===== config.mk =====
export PLATFORM = sky130hd
export DESIGN_NAME = plc_cluster
export DESIGN_NICKNAME = d
export VERILOG_FILES = /design/src/rtl/plc_pkg.sv /design/src/rtl/plc_cell.sv /design/src/rtl/plc_cluster.sv
export SDC_FILE = /design/constraint.sdc
export NUM_CORES = 1
export LEC_CHECK = 0
export BUFFER_PORTS_ARGS = -buffer_cell sky130_fd_sc_hd__buf_4
export CAP_MARGIN = 15
export CORE_AREA = 2 2 126 128
export DETAILED_ROUTE_END_ITERATION = 8
export DIE_AREA = 0 0 128 130
export GPL_TIMING_DRIVEN = 0
export HOLD_SLACK_MARGIN = 0.05
export PLACE_DENSITY = 0.68
export SYNTH_ARGS = -nofsm -noshare
export SYNTH_HDL_FRONTEND = slang
export SYNTH_SLANG_ARGS = --single-unit
export TNS_END_PERCENT = 50

===== constraint.sdc =====
create_clock -name sys_clk -period 8.8 [get_ports sys_clk]
set_clock_uncertainty 0.05 [all_clocks]
set_input_delay 0.44 -clock sys_clk [delete_from_list [all_inputs] [get_ports sys_clk]]
set_output_delay 0.44 -clock sys_clk [all_outputs]
set_load 0.01 [all_outputs]

===== src/rtl/plc_pkg.sv =====
// Contract
// - four-input lookup table realises any function
// - addnsub selects one-bit add or subtract
// - one register and carry-select chain per cell
// - carry chain continues into adjacent cluster
// - register has cluster-driven clear and preset
// - preset loads logic one at the next sys_clk edge
// - clear wins over simultaneous preset
// - two clears and one preset per cluster
// - enabled device-wide clear overrides everything
// - controls derived from six row clocks, local
// - combinational output drives next cell's fast input
// - register output feeds next register input
`default_nettype none
package plc_pkg;

	localparam int CELL_COUNT  = 10;
	localparam int LUT_INPUTS  = 4;
	localparam int LUT_SIZE    = 16;
	localparam int ROW_CLOCKS  = 6;
	localparam int LOCAL_CTRLS = 2;
	localparam int CTRL_SEL_W  = 3;

	localparam logic REG_RESET_VALUE = 1'h0;
	localparam logic CLEAR_VALUE     = 1'h0;
	localparam logic PRESET_VALUE    = 1'h1;
	localparam logic PIN_N_IDLE      = 1'h1;

	typedef enum logic [1:0] {
		PLC_DSEL_LUT    = 2'h0,
		PLC_DSEL_CHAIN  = 2'h1,
		PLC_DSEL_DIRECT = 2'h2
	} plc_dsel_t;

	typedef enum logic [1:0] {
		PLC_CLR_NONE = 2'h0,
		PLC_CLR_0    = 2'h1,
		PLC_CLR_1    = 2'h2
	} plc_clr_sel_t;

	typedef struct packed {
		logic [LUT_SIZE-1:0] lut_mask;
		logic                arith;
		logic                lut_chain;
		plc_dsel_t           dsel;
		plc_clr_sel_t        clr_sel;
		logic                preset_en;
	} plc_cell_cfg_t;

	typedef struct packed {
		logic [CTRL_SEL_W-1:0] clk_sel;
		logic [CTRL_SEL_W-1:0] clr0_sel;
		logic [CTRL_SEL_W-1:0] clr1_sel;
		logic [CTRL_SEL_W-1:0] preset_sel;
		logic [CTRL_SEL_W-1:0] addnsub_sel;
		logic                  dev_clear_en;
		logic                  carry_cascade;
	} plc_cluster_cfg_t;

	typedef struct packed {
		logic d;
		logic c;
		logic b;
		logic a;
	} plc_cell_in_t;

	// picks one of the six row clocks or two local control lines
	function automatic logic plc_ctrl_pick(
		input logic [ROW_CLOCKS-1:0]  row,
		input logic [LOCAL_CTRLS-1:0] loc,
		input logic [CTRL_SEL_W-1:0]  sel
	);
		logic [ROW_CLOCKS+LOCAL_CTRLS-1:0] src;
		src = {loc, row};
		return src[sel];
	endfunction

endpackage
`default_nettype wire


===== src/rtl/plc_cell.sv =====
`timescale 1ns/1ps
`default_nettype none
module plc_cell (
	input  wire logic                   sys_clk,
	input  wire logic                   rstn,
	input  wire plc_pkg::plc_cell_cfg_t cfg,
	input  wire plc_pkg::plc_cell_in_t  data,
	input  wire logic                   chain_in,
	input  wire logic                   reg_chain_in,
	input  wire logic                   carry_in,
	input  wire logic                   addnsub,
	input  wire logic                   clk_en,
	input  wire logic                   clear,
	input  wire logic                   preset,
	input  wire logic                   dev_clear,
	output logic                        lut_out,
	output logic                        carry_out,
	output logic                        reg_q
);
	import plc_pkg::*;

	logic                  d_eff;
	logic                  b_eff;
	logic [LUT_INPUTS-1:0] lut_idx;
	logic                  sum;
	logic                  carry0;
	logic                  carry1;
	logic                  reg_d;
	logic                  next_reg_q;

	always_comb begin
		d_eff     = cfg.lut_chain ? chain_in : data.d;
		lut_idx   = {d_eff, data.c, data.b, data.a};
		b_eff     = data.b ^ ~addnsub;
		sum       = data.a ^ b_eff ^ carry_in;
		carry0    = data.a & b_eff;
		carry1    = data.a | b_eff;
		carry_out = cfg.arith ? (carry_in ? carry1 : carry0) : carry_in;
		lut_out   = cfg.arith ? sum : cfg.lut_mask[lut_idx];
	end

	always_comb begin
		unique case (cfg.dsel)
			PLC_DSEL_LUT:    reg_d = lut_out;
			PLC_DSEL_CHAIN:  reg_d = reg_chain_in;
			PLC_DSEL_DIRECT: reg_d = data.c;
			default:         reg_d = lut_out;
		endcase
		next_reg_q = reg_q;
		if (dev_clear) begin
			next_reg_q = CLEAR_VALUE;
		end else if (clear) begin
			next_reg_q = CLEAR_VALUE;
		end else if (preset) begin
			next_reg_q = PRESET_VALUE;
		end else if (clk_en) begin
			next_reg_q = reg_d;
		end
	end

	always_ff @(posedge sys_clk) begin
		if (!rstn) begin
			reg_q <= REG_RESET_VALUE;
		end else begin
			reg_q <= next_reg_q;
		end
	end

endmodule // plc_cell
`default_nettype wire


===== src/rtl/plc_cluster.sv =====
`timescale 1ns/1ps
`default_nettype none
module plc_cluster (
	input  wire logic                                       sys_clk,
	input  wire logic                                       rstn,
	input  wire plc_pkg::plc_cluster_cfg_t                  cluster_cfg,
	input  wire plc_pkg::plc_cell_cfg_t [plc_pkg::CELL_COUNT-1:0] cell_cfg,
	input  wire plc_pkg::plc_cell_in_t  [plc_pkg::CELL_COUNT-1:0] cell_in,
	input  wire logic [plc_pkg::ROW_CLOCKS-1:0]             row_clock,
	input  wire logic [plc_pkg::LOCAL_CTRLS-1:0]            local_ctrl,
	input  wire logic                                       device_wide_clear_n,
	input  wire logic                                       carry_chain_in,
	input  wire logic                                       reg_chain_in,
	output logic [plc_pkg::CELL_COUNT-1:0]                  comb_q,
	output logic [plc_pkg::CELL_COUNT-1:0]                  reg_q,
	output logic                                            carry_chain_out,
	output logic                                            reg_chain_out
);
	import plc_pkg::*;

	logic [ROW_CLOCKS-1:0] row_meta;
	logic [ROW_CLOCKS-1:0] row_sync;
	logic [ROW_CLOCKS-1:0] next_row_meta;
	logic [ROW_CLOCKS-1:0] next_row_sync;
	logic                  dclr_meta_n;
	logic                  dclr_sync_n;
	logic                  next_dclr_meta_n;
	logic                  next_dclr_sync_n;
	logic                  clk_prev;
	logic                  next_clk_prev;
	logic [CELL_COUNT-1:0] next_comb_q;

	logic                  clk_level;
	logic                  clk_en;
	logic                  clr0;
	logic                  clr1;
	logic                  preset;
	logic                  addnsub;
	logic                  dev_clear;
	logic                  carry_seed;
	logic [CELL_COUNT-1:0] carry_to;
	logic [CELL_COUNT-1:0] carry_from;
	logic [CELL_COUNT-1:0] lut_out;
	logic [CELL_COUNT-1:0] cell_clear;
	logic [CELL_COUNT-1:0] cell_preset;
	logic [CELL_COUNT-1:0] lut_chain_src;
	logic [CELL_COUNT-1:0] reg_chain_src;

	// pin synchronisers and clock edge memory
	always_comb begin
		next_row_meta    = row_clock;
		next_row_sync    = row_meta;
		next_dclr_meta_n = device_wide_clear_n;
		next_dclr_sync_n = dclr_meta_n;
		next_clk_prev    = clk_level;
		next_comb_q      = lut_out;
	end

	always_ff @(posedge sys_clk) begin
		if (!rstn) begin
			row_meta    <= '0;
			row_sync    <= '0;
			dclr_meta_n <= PIN_N_IDLE;
			dclr_sync_n <= PIN_N_IDLE;
			clk_prev    <= '0;
			comb_q      <= '0;
		end else begin
			row_meta    <= next_row_meta;
			row_sync    <= next_row_sync;
			dclr_meta_n <= next_dclr_meta_n;
			dclr_sync_n <= next_dclr_sync_n;
			clk_prev    <= next_clk_prev;
			comb_q      <= next_comb_q;
		end
	end

	// cluster-wide controls
	always_comb begin
		clk_level = plc_ctrl_pick(row_sync, local_ctrl, cluster_cfg.clk_sel);
		clk_en    = clk_level & ~clk_prev;
		clr0      = plc_ctrl_pick(row_sync, local_ctrl, cluster_cfg.clr0_sel);
		clr1      = plc_ctrl_pick(row_sync, local_ctrl, cluster_cfg.clr1_sel);
		preset    = plc_ctrl_pick(row_sync, local_ctrl, cluster_cfg.preset_sel);
		addnsub   = plc_ctrl_pick(row_sync, local_ctrl, cluster_cfg.addnsub_sel);
		dev_clear = cluster_cfg.dev_clear_en & ~dclr_sync_n;
		carry_seed = cluster_cfg.carry_cascade ? carry_chain_in : ~addnsub;
		carry_to   = {carry_from[CELL_COUNT-2:0], carry_seed};
	end

	// per-cell control and chain routing
	always_comb begin
		for (int i = 0; i < CELL_COUNT; i++) begin
			unique case (cell_cfg[i].clr_sel)
				PLC_CLR_NONE: cell_clear[i] = 1'h0;
				PLC_CLR_0:    cell_clear[i] = clr0;
				PLC_CLR_1:    cell_clear[i] = clr1;
				default:      cell_clear[i] = 1'h0;
			endcase
			cell_preset[i] = cell_cfg[i].preset_en & preset;
			if (i == 0) begin
				lut_chain_src[i] = cell_in[i].d;
				reg_chain_src[i] = reg_chain_in;
			end else begin
				lut_chain_src[i] = lut_out[i-1];
				reg_chain_src[i] = reg_q[i-1];
			end
		end
	end

	for (genvar g = 0; g < CELL_COUNT; g++) begin : g_cell
		plc_cell u_cell (
			.sys_clk      (sys_clk),
			.rstn         (rstn),
			.cfg          (cell_cfg[g]),
			.data         (cell_in[g]),
			.chain_in     (lut_chain_src[g]),
			.reg_chain_in (reg_chain_src[g]),
			.carry_in     (carry_to[g]),
			.addnsub      (addnsub),
			.clk_en       (clk_en),
			.clear        (cell_clear[g]),
			.preset       (cell_preset[g]),
			.dev_clear    (dev_clear),
			.lut_out      (lut_out[g]),
			.carry_out    (carry_from[g]),
			.reg_q        (reg_q[g])
		);
	end

	always_comb begin
		carry_chain_out = carry_from[CELL_COUNT-1];
		reg_chain_out   = reg_q[CELL_COUNT-1];
	end

endmodule // plc_cluster
`default_nettype wire


==> results of run 1 <==
through the flow:
stage / worst slack, ns / cell area [sq um] / utilization (%) / hold slack (ns) / instances
floorplan: 3.60 / 5460 / - / 0.336 / 605
finish: 2.22 / 8250 / 53.5 / 0.310 / 1119
global route: 1.85 / 8250 / 53.5 / 0.314 / 1119
global placement: 2.32 / 8060 / 52.2 / 0.339 / 1111
detailed placement: 2.28 / 8060 / 52.2 / 0.345 / 1111
CTS: 2.28 / 8250 / 53.5 / 0.307 / 1119
cells by family after synthesis:
group,count (synthesis),synth area share (%)
flops,35,12.8
buf+inv,108,8.36
fa+ha+maj,60,13.7
compound gates,143,19.6
mux,88,27.9
xor+xnor,13,2.08
simple gates,158,15.5
layer usage:
layer  GRT usage (%)  up-vias
met3            2.91       28
met4            5.88        0
met5               0        -
li1                -     2920
met1            26.7     2719
met2            37.1      205
flip-flops by register name, summed over array words and instances, names as in the netlist:
name,flops
clk_prev,1
comb_q,10
dclr_meta_n,1
dclr_sync_n,1
g_cell.u_cell.reg_q,10
next_row_sync,6
row_sync,6
Yosys cell counts, drive strengths merged (4+ instances only):
library cell  instances  area [sq um]
nand4                 5          31.3
a221oi               15           131
a31oi                 5          31.3
dfxtp                35           701
mux2                 13           150
nor3                 10          66.3
nor2b                 8          50.1
buf                  16           111
clkbuf               16          60.1
or2                   6          40.0
nand2b                6          37.5
xor2                 11          96.3
a22oi                20           160
a22o                  4          36.3
and3                  7          45.1
o211ai                4          35.0
nand2                31           116
inv                  76           285
mux4                 49          1110
a21oi                23           115
mux2i                26           260
o21ai                19          95.1
a211oi               14           110
ha                   60           751
o22ai                 4          25.0
nand3                18          90.1
and2                 17           106
a21o                  4          30.0
nor2                 34           130
final timing paths:
| check | start | to | cells after the start |
|---|---|---|---|
| max reg2reg | row_sync[3]$_SDFF_PN0_ | comb_q[9]$_SDFF_PN0_ | 18 |
| min reg2reg | dclr_meta_n$_SDFF_PN1_ | dclr_sync_n$_SDFF_PN1_ | 1 |
| min | device_wide_clear_n | dclr_meta_n$_SDFF_PN1_ | 2 |
| max | row_sync[3]$_SDFF_PN0_ | carry_chain_out | 18 |
worst register-to-register path, delay by kind of cell (launching register included):
family	cells	cell delay (ns)
multiplexers	3	0.85
AND/OR/NAND/NOR	5	0.96
flip-flops	1	0.35
buffers and inverters	1	0.87
AO/OA/AOI/OAI	7	2.55
XOR/XNOR	1	0.24
adder cells (fa/ha/maj)	1	0.31
power breakdown:
part	switching, mW	internal (mW)
logic	0.215	0.255
registers	0.00929	0.175
clock network	0.0754	0.162
cell type report:
cell class                 count  share of cell area, %
inverter                      76                   3.46
sequential                    35                   8.49
clock buffer                   5                   1.52
timing repair buffer         314                   28.6
multi-input combinational    462                   52.2
tap                          192                   2.91
clock inverter                 3                  0.819
buffer                        32                   2.08
==> flow_metrics.py, run 1 <==
metrics = {
    "drt": {
        "wl_met1_mm": 7.59,
        "num_vias": 5872,
        "drt_wl_total_mm": 18.2,
        "vias_per_cell": 5.25,
        "top_layer": "met4",
        "drt-initial-drc-count": 228,
        "postRouteAntennaNets": 0,
        "wl_met2_mm": 9.04,
        "drc": 0,
        "dr.pass1.iters": 4,
        "detail_route.wl_per_cell_um": 16.3,
        "wl_met3_mm": 1.14,
    },
    "setup_path": {
        "critPathLaunchType": "register",
        "cp_slowest_cell": "buf_1",
        "path_max_fanout": 10,
        "crit_required_ns": 8.31,
        "crit_chain": "mux2i_1, mux4_2, buf_1, xor2_1, ha_1, a22o_1, and3b_1, o32a_2, nand4_1, nand2_1, o221ai_1, nand3_1, a211oi_1, o21ai_0, a21o_1, and2_1, a31oi_1, buf_4",
        "critPathMaxStageDelay_ns": 0.87,
        "crit_arrival_ns": 6.09,
        "crit_family": "compound AO/OA/AOI/OAI gates",
        "critPathKind": "register to output pin",
        "reg2reg_slack_ns": 2.46,
        "critPathCaptureType": "output pin",
        "path_buf_inv": 2,
    },
    "cells_and_area": {
        "mostFrequentLayoutCell": "buf_4",
        "final_cell_mix": "buf_4 (325), inv_1 (76), ha_1 (60), mux4_2 (47), dfxtp_1 (35)",
        "final_layout_size_suffix_gt1_share_pct": 45.1,
        "multiInputGateArea_sq_um": 4300,
        "antenna_cells": 0,
        "final-seq-area_sq_um": 701,
        "n_fill_cell": 1468,
        "final_nets": 1286,
        "area_delta_synth_final_pct": 51.1,
    },
    "clocking": {
        "insertion_delay_ns": 0.28,
        "clock_sinks": 35,
        "tritoncts": "yes",
        "cts_resized": 0,
        "htree_levels": 2,
        "clk_path_buf_depth": 2,
        "cts-buffers-inserted": 5,
        "clk_pin_slew_worst_paths_ns": 0.06,
        "root_buffer": "clkbuf_16",
        "hold_buffers": 0,
        "cts_setup_buffers": 0,
    },
    "timing": {
        "setup-violations-final": 0,
        "fin_crit_ns": 6.58,
        "rsz0062_at_grt": "no",
        "period_share_pct": 74.8,
        "setup-tns-final_ns": 0,
        "tightestPinTransition_ns": 1.15,
        "slew_headroom_pct": 23.6,
        "timing.final.max_slew_violations": 0,
        "hold_viol": 0,
        "max_freq_mhz": 152,
    },
    "logic_synthesis": {
        "synthArstFlopShare_pct": 0,
        "syn_area_per_cell_sq_um": 9.03,
        "syn_area_sq_um": 5460,
        "syn_inst": 605,
        "yosysSeqAreaShare_pct": 12.8,
        "ys.flop_type": "dfxtp_1",
        "synth_fp_nets": 965,
        "synth_warnings": 0,
        "ys_ff_latch": 35,
        "yosysUniqueCellTypes": 80,
        "synth_enable_flop_cells": 0,
    },
    "grt": {
        "grt_max_degree": 13,
        "grt_pass1_wl_mm": 27.7,
        "first_global_vias": 5646,
        "grt-ovfl-total": 0,
        "track_usage_pct": 20.9,
        "antenna_found_initial": 0,
    },
    "power_and_ir_drop": {
        "vdd_drop_max_uv": 89.4,
        "power_mw": 0.892,
        "p_per_area_nw_per_um2": 108,
        "p_leak_nw": 4.05,
    },
    "floorplan": {
        "dieWidth_um": 128,
        "row_count": 46,
        "dieArea_sq_um": 16600,
        "io_pins": 322,
        "start_util_pct": 35.4,
        "coreArea_sq_um": 15400,
        "die_h_um": 130,
    },
    "place": {
        "place_congestion": 0.823,
        "hpwl_mm": 15.8,
        "numPortBuffers": 314,
    },
    "worst_hold_path": {
        "hold_class": "input pin to register",
    },
    "status": {
        "status": "finished, final reports clean",
    },
    "job": {
        "drv_cap": 0,
    },
}
(Power assumes the default switching activity.)
==> inputs of run 2 (changes only) <==
Settings changed: PLACE_DENSITY 0.68 to 0.71.
Clock period 8.8 ns to 5.6 ns, I/O delays scaled along.
==> flow_metrics.py, run 2 (synthesis gave the netlist of run 1 again) <==
metrics = {
    "power_and_ir_drop": {
        "p_per_area_nw_per_um2": 161,
        "combPwrFrac_pct": 57.4,
        "p_int_mw": 0.856,
        "vdd_drop_max_uv": 131,
        "p_seq_share_pct": 21.8,
        "p_sw_mw": 0.481,
        "p_leak_nw": 4.06,
        "pwr-share-clk_pct": 20.8,
        "swShare_pct": 36.0,
    },
    "floorplan": {
        "dieArea_sq_um": 16600,
        "io_pins": 322,
        "dieWidth_um": 128,
        "coreArea_sq_um": 15400,
        "start_util_pct": 35.4,
        "die_h_um": 130,
        "row_count": 46,
    },
    "setup_path": {
        "path_max_fanout": 10,
        "critPathLaunchType": "register",
        "cp-startpoint": "row_sync[3]$_SDFF_PN0_",
        "r2r-start": "row_sync[3]$_SDFF_PN0_",
        "critPathKind": "register to output pin",
        "crit_required_ns": 5.27,
        "critPathCaptureType": "output pin",
        "crit_arrival_ns": 5.04,
    },
    "clocking": {
        "cts-buffers-inserted": 5,
        "htree_levels": 2,
        "clk_pin_slew_worst_paths_ns": 0.06,
        "tritoncts": "yes",
        "insertion_delay_ns": 0.27,
        "root_buffer": "clkbuf_16",
        "clock_sinks": 35,
        "clk_path_buf_depth": 2,
    },
    "worst_hold_path": {
        "hold_class": "input pin to register",
        "hp-start": "device_wide_clear_n",
    },
    "grt": {
        "use_met3_pct": 3.28,
        "met1_usage_pct": 26.6,
        "grt-ovfl-total": 0,
        "antenna_found_initial": 0,
        "grt_pass1_wl_mm": 28.2,
        "grt_max_degree": 14,
        "first_global_vias": 5864,
        "gr-usage-met2_pct": 38.6,
        "grt.busiest_layer": "met2",
        "track_usage_pct": 21.3,
    },
    "cells_and_area": {
        "final_layout_size_suffix_gt1_share_pct": 46.4,
        "multiInputGateArea_sq_um": 4390,
        "reg_top3": "comb_q (10), g_cell.u_cell.reg_q (10)",
        "final_cells": 1121,
        "design_area_sq_um": 8320,
        "mostFrequentLayoutCell": "buf_4",
        "final-seq-area_sq_um": 702,
        "area_delta_synth_final_pct": 52.3,
        "antenna_cells": 0,
        "n_fill_cell": 1479,
        "final_nets": 1288,
        "final_cell_mix": "buf_4 (327), inv_1 (76), ha_1 (60), mux4_2 (47), dfxtp_1 (34)",
    },
    "status": {
        "status": "finished, final reports clean",
    },
    "place": {
        "hpwl_mm": 15.9,
        "dpl.cell_count": 1111,
        "numPortBuffers": 314,
        "place_area_sq_um": 8060,
        "place_congestion": 0.862,
    },
    "drt": {
        "postRouteAntennaNets": 0,
        "num_vias": 5933,
        "vias_per_cell": 5.29,
        "drt-initial-drc-count": 222,
        "detail_route.wl_per_cell_um": 16.7,
        "dr.pass1.iters": 4,
        "drc": 0,
        "drt_wl_total_mm": 18.7,
    },
    "timing": {
        "rsz0062_at_grt": "yes",
        "tightestPinTransition_ns": 0.891,
        "hold_viol": 0,
        "max_freq_mhz": 186,
        "setup-violations-final": 0,
        "fin_crit_ns": 5.37,
        "timing.final.max_slew_violations": 0,
        "slew_headroom_pct": 40.6,
        "setup-tns-final_ns": 0,
        "period_share_pct": 95.9,
    },
    "job": {
        "drv_cap": 0,
    },
}
## run 2: cell types whose count changed in the layout (fill, tap and decap cells not counted), moves of 2 or more
| cell | before | now |
|---|---|---|
| clkinv_4 | 0 | 2 |
| buf_4 | 325 | 327 |
| bufinv_16 | 2 | 0 |
| nor3_1 | 8 | 6 |
## run 2: cell type report
cell class / instances / area share, %
Buffer: 32 / 2.15
Sequential cell: 35 / 8.44
Timing Repair Buffer: 316 / 28.5
Clock inverter: 3 / 0.301
Tap cell: 192 / 2.89
Clock buffer: 5 / 1.50
Multi-Input combinational cell: 462 / 52.8
Inverter: 76 / 3.43
## run 2: timing repair
action,CTS,global route
hold buffers,0,0
endpoints found under the setup margin,6,5
resized for setup,9,13
endpoints found under the hold margin,0,0
pin swaps,0,3
setup buffers,0,2
## run 2: path summary, 6_finish.rpt
check / endpoint / slack [ns] / cells past startpoint
worst max-delay path: carry_chain_out / 0.23 / 19
worst min-delay path: dclr_meta_n$_SDFF_PN1_ / 0.14 / 2
worst max register to register: comb_q[9]$_SDFF_PN0_ / 0.24 / 19
worst min register to register: dclr_sync_n$_SDFF_PN1_ / 0.36 / 1
## run 2: power groups by stage
stage                     clock, mW  combinational, mW  sequential [mW]
after floorplan                   0              0.419            0.298
after global placement            0              0.726            0.295
after detailed placement          0              0.740            0.296
after CTS                     0.290              0.750            0.290
after global routing          0.302              0.840            0.293
final                         0.278              0.768            0.291
## run 2: layer usage
layer  wire [um]  share of wire (%)  vias up
met1        7660                 41     2788
met2        9500                 51      195
met5           0                  0        -
met3        1130                6.0       23
li1            -                  -     2927
met4         386                2.1        0
## run 2: critical path, cell delays in order (launching register included)
cell      delay (ns)
dfxtp_1         0.41
mux2i_1         0.11
mux4_2          0.50
buf_6           0.21
xor2_1          0.21
inv_1           0.07
ha_1            0.22
and4_1          0.21
o21a_1          0.16
o32a_2          0.39
nand4_1         0.25
nand2_1         0.20
o221a_4         0.30
o211ai_1        0.27
a211oi_4        0.14
or3_4           0.40
a21o_1          0.20
and2_1          0.17
a31oi_1         0.20
buf_4           0.15
## run 2: through the flow
| stage | util [%] | total power [mW] | hold slack [ns] | setup WS [ns] |
|---|---|---|---|---|
| 6_report | 53.9 | 1.34 | 0.142 | 0.232 |
| 5_1_grt | 53.9 | 1.43 | 0.149 | -0.0490 |
| 4_1_cts | 53.4 | 1.33 | 0.131 | 0.0595 |
| 3_5_place_dp | 52.2 | 1.04 | 0.345 | -0.754 |
| 3_3_place_gp | 52.2 | 1.02 | 0.339 | -0.717 |
| 2_1_floorplan | - | 0.717 | 0.303 | 0.561 |
==> inputs of run 3 (changes only) <==
Settings changed: BUFFER_PORTS_ARGS -buffer_cell sky130_fd_sc_hd__buf_4 to unset, DONT_BUFFER_PORTS set to 1, PLACE_DENSITY 0.71 to 0.52.
==> flow_metrics.py, run 3 (synthesis gave the netlist of run 1 again) <==
metrics = {
    "status": {
        "status": "finished, final reports clean",
    },
    "cells_and_area": {
        "final_cell_mix": "inv_1 (76), ha_1 (60), mux4_2 (47), dfxtp_1 (35), nor2_1 (33)",
        "area_delta_synth_final_pct": 9.30,
        "final_util_pct": 38.7,
        "final_cells": 812,
        "final_layout_size_suffix_gt1_share_pct": 19.0,
        "mostFrequentLayoutCell": "inv_1",
        "final_nets": 979,
        "reg_top3": "comb_q (10), g_cell.u_cell.reg_q (10)",
        "antenna_cells": 0,
    },
    "power_and_ir_drop": {
        "p_leak_nw": 2.56,
        "power_mw": 1.13,
        "p_per_area_nw_per_um2": 190,
        "vdd_drop_max_uv": 98.1,
    },
    "grt": {
        "antenna_found_initial": 0,
        "grt-ovfl-total": 0,
        "grt_pass1_wl_mm": 25.8,
        "grt_max_degree": 12,
        "first_global_vias": 5001,
        "track_usage_pct": 19.7,
    },
    "clocking": {
        "clk_pin_slew_worst_paths_ns": 0.07,
        "clock_sinks": 35,
        "tritoncts": "yes",
        "htree_levels": 2,
        "clk_path_buf_depth": 2,
        "cts-buffers-inserted": 5,
        "root_buffer": "clkbuf_16",
        "insertion_delay_ns": 0.28,
    },
    "timing": {
        "max_freq_mhz": 186,
        "setup-violations-final": 0,
        "period_share_pct": 95.9,
        "slew_headroom_pct": 23.8,
        "rsz0062_at_grt": "no",
        "tightestPinTransition_ns": 1.14,
        "hold-worst-slack_ns": 0.0786,
        "hold_viol": 0,
        "timing.final.max_slew_violations": 0,
        "fin_crit_ns": 5.37,
    },
    "floorplan": {
        "die_h_um": 130,
        "io_pins": 322,
        "dieArea_sq_um": 16600,
        "row_count": 46,
        "dieWidth_um": 128,
        "start_util_pct": 35.4,
        "coreArea_sq_um": 15400,
    },
    "setup_path": {
        "critPathLaunchType": "register",
        "crit_top_cell": "buf_4",
        "crit_family": "compound AO/OA/AOI/OAI gates",
        "crit_required_ns": 5.27,
        "critPathKind": "register to output pin",
        "path_max_fanout": 10,
        "reg2reg_depth": 19,
        "crit_arrival_ns": 5.04,
        "crit_chain": "mux2i_1, mux4_2, buf_6, xor2_2, ha_1, a22o_1, and3b_1, o32a_2, nand4_1, buf_4, a21oi_1, o21a_2, o211ai_1, a211oi_2, buf_4, or3_1, a21o_1, and2_4, a31oi_2",
        "critPathMaxStageDelay_ns": 0.56,
        "cp.depth": 19,
        "path_buf_inv": 3,
        "cp_slowest_cell": "mux4_2",
        "critPathCaptureType": "output pin",
        "endpoint": "carry_chain_out",
        "worstReg2RegEnd": "comb_q[9]$_SDFF_PN0_",
        "cp-startpoint": "row_sync[5]$_SDFF_PN0_",
        "r2r-start": "row_sync[5]$_SDFF_PN0_",
        "reg2reg_slack_ns": 0.26,
    },
    "drt": {
        "drt_wl_total_mm": 17.4,
        "dr.pass1.iters": 5,
        "detail_route.wl_per_cell_um": 21.4,
        "num_vias": 4928,
        "drt-initial-drc-count": 222,
        "drc": 0,
        "postRouteAntennaNets": 0,
        "vias_per_cell": 6.07,
    },
    "place": {
        "hpwl_mm": 14.5,
        "place_congestion": 0.803,
        "numPortBuffers": 0,
        "dpl.cell_count": 797,
    },
    "worst_hold_path": {
        "hold_class": "input pin to register",
    },
    "job": {
        "drv_cap": 0,
    },
}
==> run 3: layout make-up <==
type,instances,area (sq um)
Tap cell,192,240
Multi-Input combinational cell,462,4370
Fill cell,1550,9460
Timing Repair Buffer,7,57.6
Clock buffer,6,129
Sequential cell,35,701
Buffer,32,179
Clock inverter,2,12.5
Inverter,76,285
==> run 3: worst min path at each step <==
stage                       startpoint  cells past startpoint  slack [ns]                     endpoint
after floorplan                   rstn                      1        0.30       dclr_meta_n$_SDFF_PN1_
after global placement            rstn                      1        0.31       dclr_sync_n$_SDFF_PN1_
after detailed placement          rstn                      1        0.31       dclr_sync_n$_SDFF_PN1_
after CTS                 row_clock[2]                      1        0.07  next_row_sync[2]$_SDFF_PN0_
after global routing      row_clock[2]                      1        0.07  next_row_sync[2]$_SDFF_PN0_
final                             rstn                      1        0.08  next_row_sync[3]$_SDFF_PN0_
==> run 3: what timing repair did <==
item,in CTS,in global routing
endpoints found under the hold margin,2,0
setup buffers,1,4
resized for setup,7,10
setup endpoints to repair,6,5
pin swaps,1,3
hold buffers,2,0
==> run 3: routing by layer <==
layer	part of all wire, %	wire length, um	up-vias	GRT usage (%)
met1	39	6860	2374	23.6
met2	49	8610	225	34.4
met5	0	0	-	0
met3	8.8	1520	24	5.66
met4	2.3	399	0	6.01
li1	-	-	2305	-
==> run 3: metrics by stage <==
step / area (sq um) / TNS, ns / worst slack (ns)
2_1_floorplan: 5460 / 0 / 0.561
3_3_place_gp: 5700 / -2.31 / -0.579
3_5_place_dp: 5700 / -3.42 / -0.763
4_1_cts: 5890 / 0 / 0.00793
5_1_grt: 5970 / 0 / 0.0298
6_report: 5970 / 0 / 0.230
==> run 3: power by group <==
group | internal, mW | switching, mW
clock | 0.165 | 0.117
combinational | 0.263 | 0.287
sequential | 0.276 | 0.0245
total | 0.703 | 0.429
